===== src/hdl/fba_pkg.sv =====
// constants and types for the flash bus host controller
// Behaviour
// (RULE1) width select high: sixteen data pins active, gated by chip select and output enable.
// (RULE2) width select low: low byte only; top data pin is lowest address bit.
// (RULE3) chip select high puts the device in standby, data pins released.
// (RULE4) chip select or output enable high: device data outputs released.
// (RULE5) after power-up the device reads array contents without any command.
// (RULE6) finished program or erase returns the device to array reads.
// (RULE7) erase-suspend reads inside suspended sectors return status, elsewhere array data.
// (RULE8) host issues reset command after fault flag high or in identification mode.
// (RULE9) high-voltage id: elevate id pin, set selector pins, then read code.
// (RULE10) manufacturer read with upper select low gives continuation code; reread with it high.
// (RULE11) protection verify: sector on top address bits, select pair one-zero; 01h or 00h.
// (RULE12) id codes readable by command sequence with no elevated voltage.
// (RULE13) command identification keeps the id pin at normal logic level.
// (RULE14) read is cs, oe low, we high; write is cs, we low, oe high.
// (RULE15) hardware reset low releases all device data outputs.
// (RULE16) select pair zero gives manufacturer code, bit0 high gives device code.
// (RULE17) address taken on later falling strobe edge, data on earlier rising edge.
// (RULE18) any wrong command sequence returns the device to array reads.
// (RULE19) cs, we and oe all low counts as a read; host avoids it.
package fba_pkg;
    localparam int FBA_ADDR_W = 18;
    localparam int FBA_DATA_W = 16;
    localparam int FBA_CLK_MHZ = 25;
    localparam int FBA_ACC_NS = 90;
    localparam int FBA_ACC_CYC = (FBA_ACC_NS * FBA_CLK_MHZ + 999) / 1000;
    localparam int FBA_WP_NS = 35;
    localparam int FBA_WP_CYC = (FBA_WP_NS * FBA_CLK_MHZ + 999) / 1000;
    localparam int FBA_CNT_W = 4;
    localparam logic [FBA_ADDR_W-1:0] FBA_UNLOCK1 = 18'h00555;
    localparam logic [FBA_ADDR_W-1:0] FBA_UNLOCK2 = 18'h002AA;
    localparam logic [7:0] FBA_CMD_AA = 8'hAA;
    localparam logic [7:0] FBA_CMD_55 = 8'h55;
    localparam logic [7:0] FBA_CMD_ID = 8'h90;
    localparam logic [7:0] FBA_CMD_RESET = 8'hF0;
    localparam int FBA_SEL0_BIT = 0;
    localparam int FBA_SEL1_BIT = 1;
    localparam int FBA_MID_BIT = 6;
    localparam int FBA_UPPER_BIT = 8;
    localparam int FBA_HV_BIT = 9;
    localparam int FBA_SA_LSB = 12;
    localparam logic [1:0] FBA_SEL_MFR = 2'h0;
    localparam logic [1:0] FBA_SEL_DEV = 2'h1;
    localparam logic [1:0] FBA_SEL_PROT = 2'h2;
    localparam logic [7:0] FBA_PROT_YES = 8'h01;
    localparam logic [7:0] FBA_PROT_NO = 8'h00;
    localparam logic [2:0] FBA_OP_READ = 3'h0;
    localparam logic [2:0] FBA_OP_WRITE = 3'h1;
    localparam logic [2:0] FBA_OP_HV_ID = 3'h2;
    localparam logic [2:0] FBA_OP_CMD_ID = 3'h3;
    localparam logic [2:0] FBA_OP_RESET = 3'h4;
    localparam logic [2:0] FBA_OP_HWRST = 3'h5;
    typedef enum logic [1:0] {FBA_CYC_IDLE, FBA_CYC_SETUP, FBA_CYC_HOLD, FBA_CYC_DONE} fba_cyc_t;
    typedef enum logic [2:0] {FBA_SQ_IDLE, FBA_SQ_RUN, FBA_SQ_WAIT, FBA_SQ_RELOAD, FBA_SQ_END} fba_sq_t;
endpackage


===== src/hdl/fba_cyc_if.sv =====
// bundle between sequencer and single bus cycle engine
`timescale 1ns/10ps
interface fba_cyc_if;
    import fba_pkg::*;
    logic start;
    logic wr;
    logic [FBA_ADDR_W-1:0] addr;
    logic [FBA_DATA_W-1:0] wdata;
    logic hv;
    logic done;
    logic [FBA_DATA_W-1:0] rdata;
    modport seq (output start, wr, addr, wdata, hv, input done, rdata);
    modport eng (input start, wr, addr, wdata, hv, output done, rdata);
endinterface


===== src/hdl/fba_cycle.sv =====
// one bus cycle on the flash pins: read or write with strobe timing
`timescale 1ns/10ps
module fba_cycle
    import fba_pkg::*;
(
    input wire logic mclk_in,
    input wire logic rst_in,
    input wire logic word_mode_in,
    input wire logic [FBA_DATA_W-1:0] dq_in,
    fba_cyc_if.eng c,
    output logic cs_n,
    output logic oe_n,
    output logic we_n,
    output logic [FBA_ADDR_W-1:0] addr,
    output logic lsb_addr,
    output logic [FBA_DATA_W-1:0] dq_o,
    output logic [FBA_DATA_W-1:0] dq_oe_n,
    output logic hv_req
);
    fba_cyc_t st, next_st;
    logic [FBA_CNT_W-1:0] cnt, next_cnt;
    logic wr, next_wr;
    logic next_cs_n, next_oe_n, next_we_n, next_lsb, next_hv, next_done;
    logic [FBA_ADDR_W-1:0] next_addr;
    logic [FBA_DATA_W-1:0] next_dq_o, next_dq_oe_n, next_rdata;
    logic done;
    logic [FBA_DATA_W-1:0] rdata;
    assign c.done = done;
    assign c.rdata = rdata;
    always_comb begin
        next_st = st;
        next_cnt = cnt;
        next_wr = wr;
        next_cs_n = cs_n;
        next_oe_n = oe_n;
        next_we_n = we_n;
        next_addr = addr;
        next_lsb = lsb_addr;
        next_hv = hv_req;
        next_dq_o = dq_o;
        next_dq_oe_n = dq_oe_n;
        next_rdata = rdata;
        next_done = 1'b0;
        case (st)
            FBA_CYC_IDLE: begin
                if (c.start) begin
                    next_wr = c.wr;
                    next_hv = c.hv;
                    // byte mode: top data pin carries lowest address bit
                    // elevated-voltage id addresses come in pin form, so they are not shifted
                    next_addr = (word_mode_in || c.hv) ? c.addr : (c.addr >> 1); // (RULE2)
                    next_lsb = c.addr[0];
                    next_cs_n = 1'b0;
                    // write data goes out a cycle ahead of the strobe and holds past it
                    if (c.wr) begin
                        next_dq_o = c.wdata;
                        next_dq_oe_n = word_mode_in ? {FBA_DATA_W{1'b0}} : 16'h7F00; // (RULE2)
                    end
                    next_st = FBA_CYC_SETUP;
                end
            end
            FBA_CYC_SETUP: begin
                // address settles before strobe; oe stays high on writes
                if (wr) begin
                    next_we_n = 1'b0; // (RULE14) (RULE17)
                    next_cnt = FBA_CNT_W'(FBA_WP_CYC);
                end else begin
                    next_oe_n = 1'b0; // (RULE14) (RULE19)
                    next_dq_oe_n = word_mode_in ? {FBA_DATA_W{1'b1}} : 16'h7FFF;
                    next_cnt = FBA_CNT_W'(FBA_ACC_CYC);
                end
                next_st = FBA_CYC_HOLD;
            end
            FBA_CYC_HOLD: begin
                if (cnt != '0) begin
                    next_cnt = cnt - 1'b1;
                end else begin
                    if (!wr) begin
                        next_rdata = word_mode_in ? dq_in : {8'h00, dq_in[7:0]}; // (RULE1)
                    end
                    // we rises first so the device takes data there
                    next_we_n = 1'b1; // (RULE17)
                    next_oe_n = 1'b1; // (RULE4)
                    next_st = FBA_CYC_DONE;
                end
            end
            FBA_CYC_DONE: begin
                next_cs_n = 1'b1; // (RULE3)
                // elevated id voltage never outlasts its own cycle
                next_hv = 1'b0; // (RULE13)
                next_dq_oe_n = word_mode_in ? {FBA_DATA_W{1'b1}} : 16'h7FFF;
                next_done = 1'b1;
                next_st = FBA_CYC_IDLE;
            end
            default: next_st = FBA_CYC_IDLE;
        endcase
    end
    always_ff @(posedge mclk_in) begin
        if (rst_in) begin
            st <= FBA_CYC_IDLE;
            cnt <= '0;
            wr <= 1'b0;
            cs_n <= 1'b1;
            oe_n <= 1'b1;
            we_n <= 1'b1;
            addr <= '0;
            lsb_addr <= 1'b0;
            hv_req <= 1'b0;
            dq_o <= '0;
            dq_oe_n <= {FBA_DATA_W{1'b1}};
            rdata <= '0;
            done <= 1'b0;
        end else begin
            st <= next_st;
            cnt <= next_cnt;
            wr <= next_wr;
            cs_n <= next_cs_n;
            oe_n <= next_oe_n;
            we_n <= next_we_n;
            addr <= next_addr;
            lsb_addr <= next_lsb;
            hv_req <= next_hv;
            dq_o <= next_dq_o;
            dq_oe_n <= next_dq_oe_n;
            rdata <= next_rdata;
            done <= next_done;
        end
    end
endmodule


===== src/hdl/fba_host.sv =====
// host controller: read, write, identification and reset sequences
`timescale 1ns/10ps
module fba_host
    import fba_pkg::*;
#(
    parameter int HWRST_CYC = 13
) (
    input wire logic mclk_in,
    input wire logic rst_in,
    input wire logic word_mode_in,
    input wire logic req_in,
    input wire logic [2:0] op_in,
    input wire logic [FBA_ADDR_W-1:0] addr_in,
    input wire logic [FBA_DATA_W-1:0] wdata_in,
    input wire logic [1:0] id_sel_in,
    input wire logic [FBA_DATA_W-1:0] flash_dq_in,
    output logic busy_out,
    output logic done_out,
    output logic [FBA_DATA_W-1:0] rdata_out,
    output logic flash_cs_n_out,
    output logic flash_oe_n_out,
    output logic flash_we_n_out,
    output logic flash_rst_n_out,
    output logic flash_word_mode_out,
    output logic flash_hv_id_out,
    output logic [FBA_ADDR_W-1:0] flash_addr_out,
    output logic [FBA_DATA_W-1:0] flash_dq_out,
    output logic [FBA_DATA_W-1:0] flash_dq_oe_n_out
);
    if (HWRST_CYC < 1 || HWRST_CYC > 65535) begin : g_hwrst_chk
        $error("HWRST_CYC out of range");
    end
    fba_cyc_if c();
    logic cs_n, oe_n, we_n, lsb, hv;
    logic [FBA_ADDR_W-1:0] caddr;
    logic [FBA_DATA_W-1:0] cdq, cdq_oe_n;
    fba_cycle u_cyc (
        .mclk_in(mclk_in),
        .rst_in(rst_in),
        .word_mode_in(flash_word_mode_out),
        .dq_in(flash_dq_in),
        .c(c.eng),
        .cs_n(cs_n),
        .oe_n(oe_n),
        .we_n(we_n),
        .addr(caddr),
        .lsb_addr(lsb),
        .dq_o(cdq),
        .dq_oe_n(cdq_oe_n),
        .hv_req(hv)
    );
    fba_sq_t st, next_st;
    logic [2:0] op, next_op;
    logic [2:0] step, next_step;
    logic [FBA_ADDR_W-1:0] addr, next_addr;
    logic [FBA_DATA_W-1:0] wdata, next_wdata;
    logic [1:0] sel, next_sel;
    logic upper, next_upper;
    logic [15:0] rcnt, next_rcnt;
    logic start, next_start;
    logic next_busy, next_done, next_rst_n;
    logic [FBA_DATA_W-1:0] next_rdata;
    logic [FBA_ADDR_W-1:0] id_addr;
    logic [FBA_ADDR_W-1:0] s_addr;
    logic [7:0] s_data;
    logic s_wr, s_hv, s_last;
    logic next_wm;
    assign next_wm = busy_out ? flash_word_mode_out : word_mode_in;
    assign c.start = start;
    assign c.addr = s_addr;
    assign c.wdata = {8'h00, s_data} | (s_wr && op == FBA_OP_WRITE ? wdata : '0);
    assign c.wr = s_wr;
    assign c.hv = s_hv;
    // selector pins for the wanted code; sector address kept on top bits
    always_comb begin
        id_addr = addr;
        id_addr[FBA_SEL0_BIT] = sel[0]; // (RULE16) (RULE11)
        id_addr[FBA_SEL1_BIT] = sel[1]; // (RULE11)
        id_addr[FBA_MID_BIT] = 1'b0; // (RULE9)
        id_addr[FBA_UPPER_BIT] = upper; // (RULE10)
        id_addr[FBA_HV_BIT] = 1'b0; // (RULE13)
    end
    // step decoding of the pin cycles each operation needs
    always_comb begin
        s_addr = addr;
        s_data = 8'h00;
        s_wr = 1'b0;
        s_hv = 1'b0;
        s_last = 1'b1;
        case (op)
            FBA_OP_WRITE: s_wr = 1'b1; // (RULE14)
            FBA_OP_HV_ID: begin
                s_addr = id_addr;
                s_hv = 1'b1; // (RULE9)
            end
            FBA_OP_CMD_ID: begin
                // unlock, unlock, id command, code read, reset command
                s_last = (step == 3'h4);
                case (step)
                    3'h0: begin s_wr = 1'b1; s_addr = FBA_UNLOCK1; s_data = FBA_CMD_AA; end
                    3'h1: begin s_wr = 1'b1; s_addr = FBA_UNLOCK2; s_data = FBA_CMD_55; end
                    3'h2: begin s_wr = 1'b1; s_addr = FBA_UNLOCK1; s_data = FBA_CMD_ID; end // (RULE12)
                    3'h3: s_addr = id_addr; // (RULE13)
                    default: begin s_wr = 1'b1; s_data = FBA_CMD_RESET; end // (RULE8)
                endcase
            end
            FBA_OP_RESET: begin
                s_wr = 1'b1;
                s_data = FBA_CMD_RESET; // (RULE8) (RULE18)
            end
            default: s_wr = 1'b0;
        endcase
    end
    always_comb begin
        next_st = st;
        next_op = op;
        next_step = step;
        next_addr = addr;
        next_wdata = wdata;
        next_sel = sel;
        next_upper = upper;
        next_rcnt = rcnt;
        next_start = 1'b0;
        next_busy = busy_out;
        next_done = 1'b0;
        next_rst_n = flash_rst_n_out;
        next_rdata = rdata_out;
        case (st)
            FBA_SQ_IDLE: begin
                if (req_in) begin
                    next_op = op_in;
                    next_addr = addr_in;
                    next_wdata = wdata_in;
                    next_sel = id_sel_in;
                    // manufacturer code is read with upper select high
                    next_upper = (id_sel_in == FBA_SEL_MFR); // (RULE10)
                    next_step = '0;
                    next_busy = 1'b1;
                    if (op_in == FBA_OP_HWRST) begin
                        next_rst_n = 1'b0; // (RULE15)
                        next_rcnt = 16'(HWRST_CYC);
                        next_st = FBA_SQ_WAIT;
                    end else begin
                        next_start = 1'b1;
                        next_st = FBA_SQ_RUN;
                    end
                end
            end
            FBA_SQ_RUN: begin
                if (c.done) begin
                    if (!s_wr) begin
                        next_rdata = c.rdata;
                    end
                    if (s_last) begin
                        next_st = FBA_SQ_END;
                    end else begin
                        next_step = step + 3'h1;
                        next_st = FBA_SQ_RELOAD;
                    end
                end
            end
            FBA_SQ_RELOAD: begin
                next_start = 1'b1;
                next_st = FBA_SQ_RUN;
            end
            FBA_SQ_WAIT: begin
                if (rcnt != '0) begin
                    next_rcnt = rcnt - 16'h0001;
                end else begin
                    next_rst_n = 1'b1; // (RULE5)
                    next_st = FBA_SQ_END;
                end
            end
            FBA_SQ_END: begin
                next_busy = 1'b0;
                next_done = 1'b1;
                next_st = FBA_SQ_IDLE;
            end
            default: next_st = FBA_SQ_IDLE;
        endcase
    end
    always_ff @(posedge mclk_in) begin
        if (rst_in) begin
            st <= FBA_SQ_IDLE;
            op <= FBA_OP_READ;
            step <= '0;
            addr <= '0;
            wdata <= '0;
            sel <= '0;
            upper <= 1'b0;
            rcnt <= '0;
            start <= 1'b0;
            busy_out <= 1'b0;
            done_out <= 1'b0;
            flash_rst_n_out <= 1'b1;
            rdata_out <= '0;
        end else begin
            st <= next_st;
            op <= next_op;
            step <= next_step;
            addr <= next_addr;
            wdata <= next_wdata;
            sel <= next_sel;
            upper <= next_upper;
            rcnt <= next_rcnt;
            start <= next_start;
            busy_out <= next_busy;
            done_out <= next_done;
            flash_rst_n_out <= next_rst_n;
            rdata_out <= next_rdata;
        end
    end
    // pin outputs other than the width pin come from the engine flops; width pin from word_mode_in while idle; merged lsb onto top data pin in byte mode
    always_ff @(posedge mclk_in) begin
        if (rst_in) begin
            flash_cs_n_out <= 1'b1;
            flash_oe_n_out <= 1'b1;
            flash_we_n_out <= 1'b1;
            flash_word_mode_out <= 1'b1;
            flash_hv_id_out <= 1'b0;
            flash_addr_out <= '0;
            flash_dq_out <= '0;
            flash_dq_oe_n_out <= {FBA_DATA_W{1'b1}};
        end else begin
            flash_cs_n_out <= cs_n;
            flash_oe_n_out <= oe_n;
            flash_we_n_out <= we_n;
            if (!busy_out) begin
                flash_word_mode_out <= word_mode_in; // (RULE1) (RULE2)
            end
            flash_hv_id_out <= hv; // (RULE9)
            flash_addr_out <= caddr;
            flash_dq_out <= flash_word_mode_out ? cdq : {lsb, cdq[14:0]}; // (RULE2)
            flash_dq_oe_n_out[14:0] <= cdq_oe_n[14:0];
            // top pin stays driven in byte mode even while idle; in word mode it follows pin 14, driven only on writes
            flash_dq_oe_n_out[15] <= next_wm & cdq_oe_n[14]; // (RULE2)
        end
    end
endmodule


===== config.mk =====
export PLATFORM = sky130hd
export DESIGN_NAME = fba_host
export DESIGN_NICKNAME = d
export VERILOG_FILES = /design/src/hdl/fba_pkg.sv /design/src/hdl/fba_cyc_if.sv /design/src/hdl/fba_cycle.sv /design/src/hdl/fba_host.sv
export SDC_FILE = /design/constraint.sdc
export NUM_CORES = 1
export LEC_CHECK = 0
export BUFFER_PORTS_ARGS = -buffer_cell sky130_fd_sc_hd__buf_2
export CAP_MARGIN = 20
export CORE_UTILIZATION = 38
export DETAILED_ROUTE_END_ITERATION = 16
export GPL_TIMING_DRIVEN = 0
export PLACE_DENSITY = 0.6
export SKIP_LAST_GASP = 1
export SYNTH_ARGS = -nofsm -noshare
export SYNTH_HDL_FRONTEND = slang
export SYNTH_HIERARCHICAL = 1
export SYNTH_SLANG_ARGS = --single-unit
export TNS_END_PERCENT = 20

===== constraint.sdc =====
create_clock -name mclk_in -period 2.4 [get_ports mclk_in]
set_input_delay 0.24 -clock mclk_in [delete_from_list [all_inputs] [get_ports mclk_in]]
set_output_delay 0.24 -clock mclk_in [all_outputs]
set_load 0.01 [all_outputs]

# Yosys cells after proc, flatten, opt, wreduce, memory -nomap -nowiden
# Cells that the tools add are included.
# word_totals
output_inout_bits	74
register_bits	215
elab_cells	160
# classes
bitwise_logic	5
add_sub_neg	3
n_mux	58
eq_ne	28
n_reduce_logical	32
# ops
operator	n
16-bit two-way mux	6
15-bit two-way mux	4
18-bit one-hot mux with 3 select lines	1
15-bit one-hot mux with 3 select lines	1
18-bit one-hot mux with 2 select lines	1
16-bit one-hot mux with 2 select lines	1
8-bit one-hot mux with 4 select lines	1
3-bit two-way mux	7
3-bit by 2-bit == test with 1-bit output, second input constant	6
18-bit two-way mux	1
2-bit inequality test, second input constant	9
3-bit AND reduction	6
1-bit two-way mux	17
8-bit by 16-bit bitwise OR with 16-bit output	1
1-bit one-hot mux with 2 select lines	8
8-bit one-hot mux with 2 select lines	1
4-bit AND reduction	4
16-bit nonzero test	1
16-bit by 1-bit subtractor with 16-bit output, second input constant	1
3-bit == test, second input constant	4
3-bit one-hot mux with 4 select lines	1
2-bit AND reduction	6
2-bit nonzero test	5
3-bit by 1-bit == test with 1-bit output, second input constant	3
other kinds (19)	30

# Logic depth before layout (Yosys ltp)
# depth
depth_word	6
depth_mapped	10
depth_no_buf	8

# Hierarchy
# Netlist, hierarchy kept.
# by_module_without_submodules
mod	seq_area_each_um2	n_inst	area_each_um2	cells_per_inst
fba_host	2742.6	1	5375.2	597
fba_cycle	1321.3	1	2925.3	354

# Worst setup path before layout
# Ideal clock, no wire load.
# synth_path
kind	register to register
from	register step[0]
to	register rdata_out[10]
arrival_time_ns	1.894
n_path_buf	1
path_stages_with_launch	8
t_required_ns	2.272
path_slack_ns	0.378
path_cell_list	dfxtp_1 ha_1 ha_1 nand2_1 a2111oi_4 buf_6 mux2i_1 nor2_1
# synth_via
elab_chain_cells	5
# synth_lines
item	line_no	source
start: declaration	fba_host.sv:54	logic [2:0] step, next_step;
start signal: assignment	fba_host.sv:200	step <= next_step;
3-bit by 2-bit == test with 1-bit output	fba_host.sv:99	case (step)
1-bit two-way mux	fba_host.sv:99	
1-bit one-hot mux with 2 select lines	fba_host.sv:90	case (op)
1-bit NOT (no source line)	n/a	
3-bit AND reduction (no source line)	n/a	
end signal: assignment	fba_host.sv:210	rdata_out <= next_rdata;
end: declaration	fba_host.sv:19	output logic [FBA_DATA_W-1:0] rdata_out,
# Every way passes these cells.
# A chain may end at the register's enable or synchronous reset.

==> flow_summary.json <==
{
  "status": "finished, final reports clean",
  "routed_wl_um": 21200,
  "dieArea_mm2": 0.0223,
  "finalMaxSlewViolations": 0,
  "relSlewSlack_pct": 57.7,
  "hp-class": "input port to flop",
  "swShare_pct": 29.9,
  "h-tree-depth": 1,
  "crit_top_cell": "clkbuf_1",
  "finalSetupTns_ps": 0,
  "cp-start-kind": "flop",
  "finalCritPeriodShare_pct": 95.4,
  "clock_latency_ps": 500,
  "final_util_pct": 49.4,
  "fin_crit_ps": 2290,
  "cp_max_fo": 10,
  "first_pass_iters": 5,
  "syn-num-nets": 1020,
  "grt_pass1_vias": 6687,
  "grt_first_pass_wirelength_um": 33500,
  "gr-total-overflow": 0,
  "endpoint_kind": "flop",
  "area_growth_pct": 26.5,
  "crit_family": "buffers and inverters",
  "die_x_um": 149,
  "io_pins": 133,
  "rows": 53,
  "reg2reg_slack_ps": 110,
  "p_switching_mw": 2.90,
  "hold_viol": 0,
  "worst-path-buf-inv": 3,
  "cts_tree": "yes",
  "start_util_pct": 39.1,
  "power_frac_clock_pct": 35.2,
  "worstPathCellList": "buf_2 -> nor4b_2 -> clkbuf_1 -> clkbuf_1 -> nand2_1 -> a21oi_1",
  "dpl.hpwl_um": 15300,
  "vias": 7146,
  "power.share.combinational_pct": 23.8,
  "cts-root-buf": "clkbuf_16",
  "die_height_um": 149,
  "coreArea_mm2": 0.0212,
  "gr-usage-all-layers_pct": 19.0,
  "p_per_area_mw_per_mm2": 930,
  "fillers": 2094,
  "cts_buffers": 22,
  "required_ps": 2840,
  "drcViolationCount": 0,
  "p_int_mw": 6.82,
  "rsz0062_at_grt": "yes",
  "worst_pin_slew_ps": 629,
  "synth_cells": 948,
  "gp_congestion": 0.831,
  "drt.antenna.violating_nets": 0,
  "criticalPathCategory": "flop to flop",
  "finClkSkew_ps": 11.5,
  "grt_antenna_before_repair": 0,
  "use_met3_pct": 2.77,
  "cpPeakStageDelay_ps": 560,
  "globalRouteMet2Util_pct": 31.8,
  "syn_area_per_cell_um2": 8.72,
  "global_route.usage.met1_pct": 25.0,
  "netlist_area_mm2": 0.00826,
  "fmax_mhz": 437,
  "p_seq_share_pct": 41.0,
  "cp_slowest_cell": "nor4b_2",
  "crit_arrival_ps": 2730,
  "viasPerCell": 4.97,
  "drtIter0Drc": 228,
  "grt_most_used_layer": "met2",
  "drv_cap": 0,
  "grt_start_max_net_pins": 14,
  "cts.clk_slew.worst_paths_ps": 60,
  "layout-drive-gt1-share_pct": 20.4,
  "p_leak_nw": 4.18,
  "finalPower_mw": 9.72,
  "setup_viol": 0,
  "wl_per_cell_um": 14.7,
  "cts_buffer_depth": 3,
  "cts.sinks": 202,
  "yosysWarningCount": 6,
  "ir_drop_v": 0.000440,
  "io_buffer_count": 131,
  "fin_nets": 1219
}
-- state kept, by name, summed over array words and instances (netlist names), 2 cells and up --
| register | cells |
|---|---|
| addr | 18 |
| flash_addr_out | 18 |
| u_cyc/addr | 18 |
| flash_dq_oe_n_out | 16 |
| flash_dq_out | 16 |
| rcnt | 16 |
| rdata_out | 16 |
| u_cyc/c.rdata | 16 |
| u_cyc/dq_o | 16 |
| wdata | 16 |
| u_cyc/cnt | 4 |
| op | 3 |
| st | 3 |
| step | 3 |
| sel | 2 |
| u_cyc/dq_oe_n | 2 |
| u_cyc/st | 2 |
-- cell type report --
cell class                 instances  area [um^2]  area share [%]
clock inverter                     7         85.1           0.814
timing repair buffer             175         1090            10.5
tap                              275          344            3.29
clock buffer                      32          649            6.21
antenna                            1         2.50          0.0239
buffer                            78          402            3.84
sequential                       202         4040            38.7
inverter                          19         71.3           0.682
multi-input combinational        649         3760            36.0
-- timing repair --
action / in CTS / in global routing
setup buffers: 1 / 0
gates resized for setup: 0 / 4
endpoints found under the setup margin: 13 / 29
pin swaps: 1 / 0
endpoints found under the hold margin: 43 / 0
hold buffers: 43 / 0
-- per-stage QoR --
| stage | setup WS, ps | cells | hold WS (ps) | cell area [um^2] |
|---|---|---|---|---|
| detailed placement | -59.0 | 1354 | 442 | 9260 |
| floorplan | 378 | 948 | 376 | 8260 |
| global route | -133 | 1437 | 23.5 | 10500 |
| finish | 110 | 1438 | 12.3 | 10500 |
| CTS | -33.5 | 1437 | 0.306 | 10400 |
| global placement | -13.3 | 1354 | 439 | 9260 |
-- power by group through the flow --
stage	clock network [mW]	logic [mW]	registers, mW
2_1_floorplan	0	1.62	4.03
3_5_place_dp	0	2.26	4.06
6_report	3.42	2.31	3.99
3_3_place_gp	0	2.25	4.05
5_1_grt	3.62	2.57	4.03
4_1_cts	3.49	2.32	3.99
-- worst paths after layout --
check | end | depth (start not counted) | startpoint
setup reg to reg | addr[17]$_SDFFE_PP0P_ | 6 | st[1]$_SDFFE_PP0P_
hold / removal | wdata[8]$_SDFFE_PP0P_ | 3 | wdata_in[8]
hold reg to reg | u_cyc/dq_o[6]$_SDFFE_PP0P_ | 2 | u_cyc/dq_o[6]$_SDFFE_PP0P_
setup / recovery | addr[17]$_SDFFE_PP0P_ | 6 | st[1]$_SDFFE_PP0P_
-- tightest hold or removal path: cells and delay by family --
kind,cells,cell delay [ps]
AOI/OAI and AO/OA,1,60
buffers and inverters,1,100
and+or+nand+nor,1,60
-- cell usage in the layout, fill, tap and decap left out, drive strengths merged, types with 18 or more instances in the layout --
master       count
nand2          154
clkbuf          77
or2             23
a311oi          18
dlygate4sd3     43
a21oi          106
o21ai           44
buf            165
nor2b           41
mux2i           26
inv             19
dfxtp          202
nor2            57
-- layer usage --
layer  vias up  wire length [um]
met5         -                 0
met4         0               368
met3        29               901
met2       147              9990
met1      3315              9930
li1       3655                 -
Power figures use the tool's default switching activity.
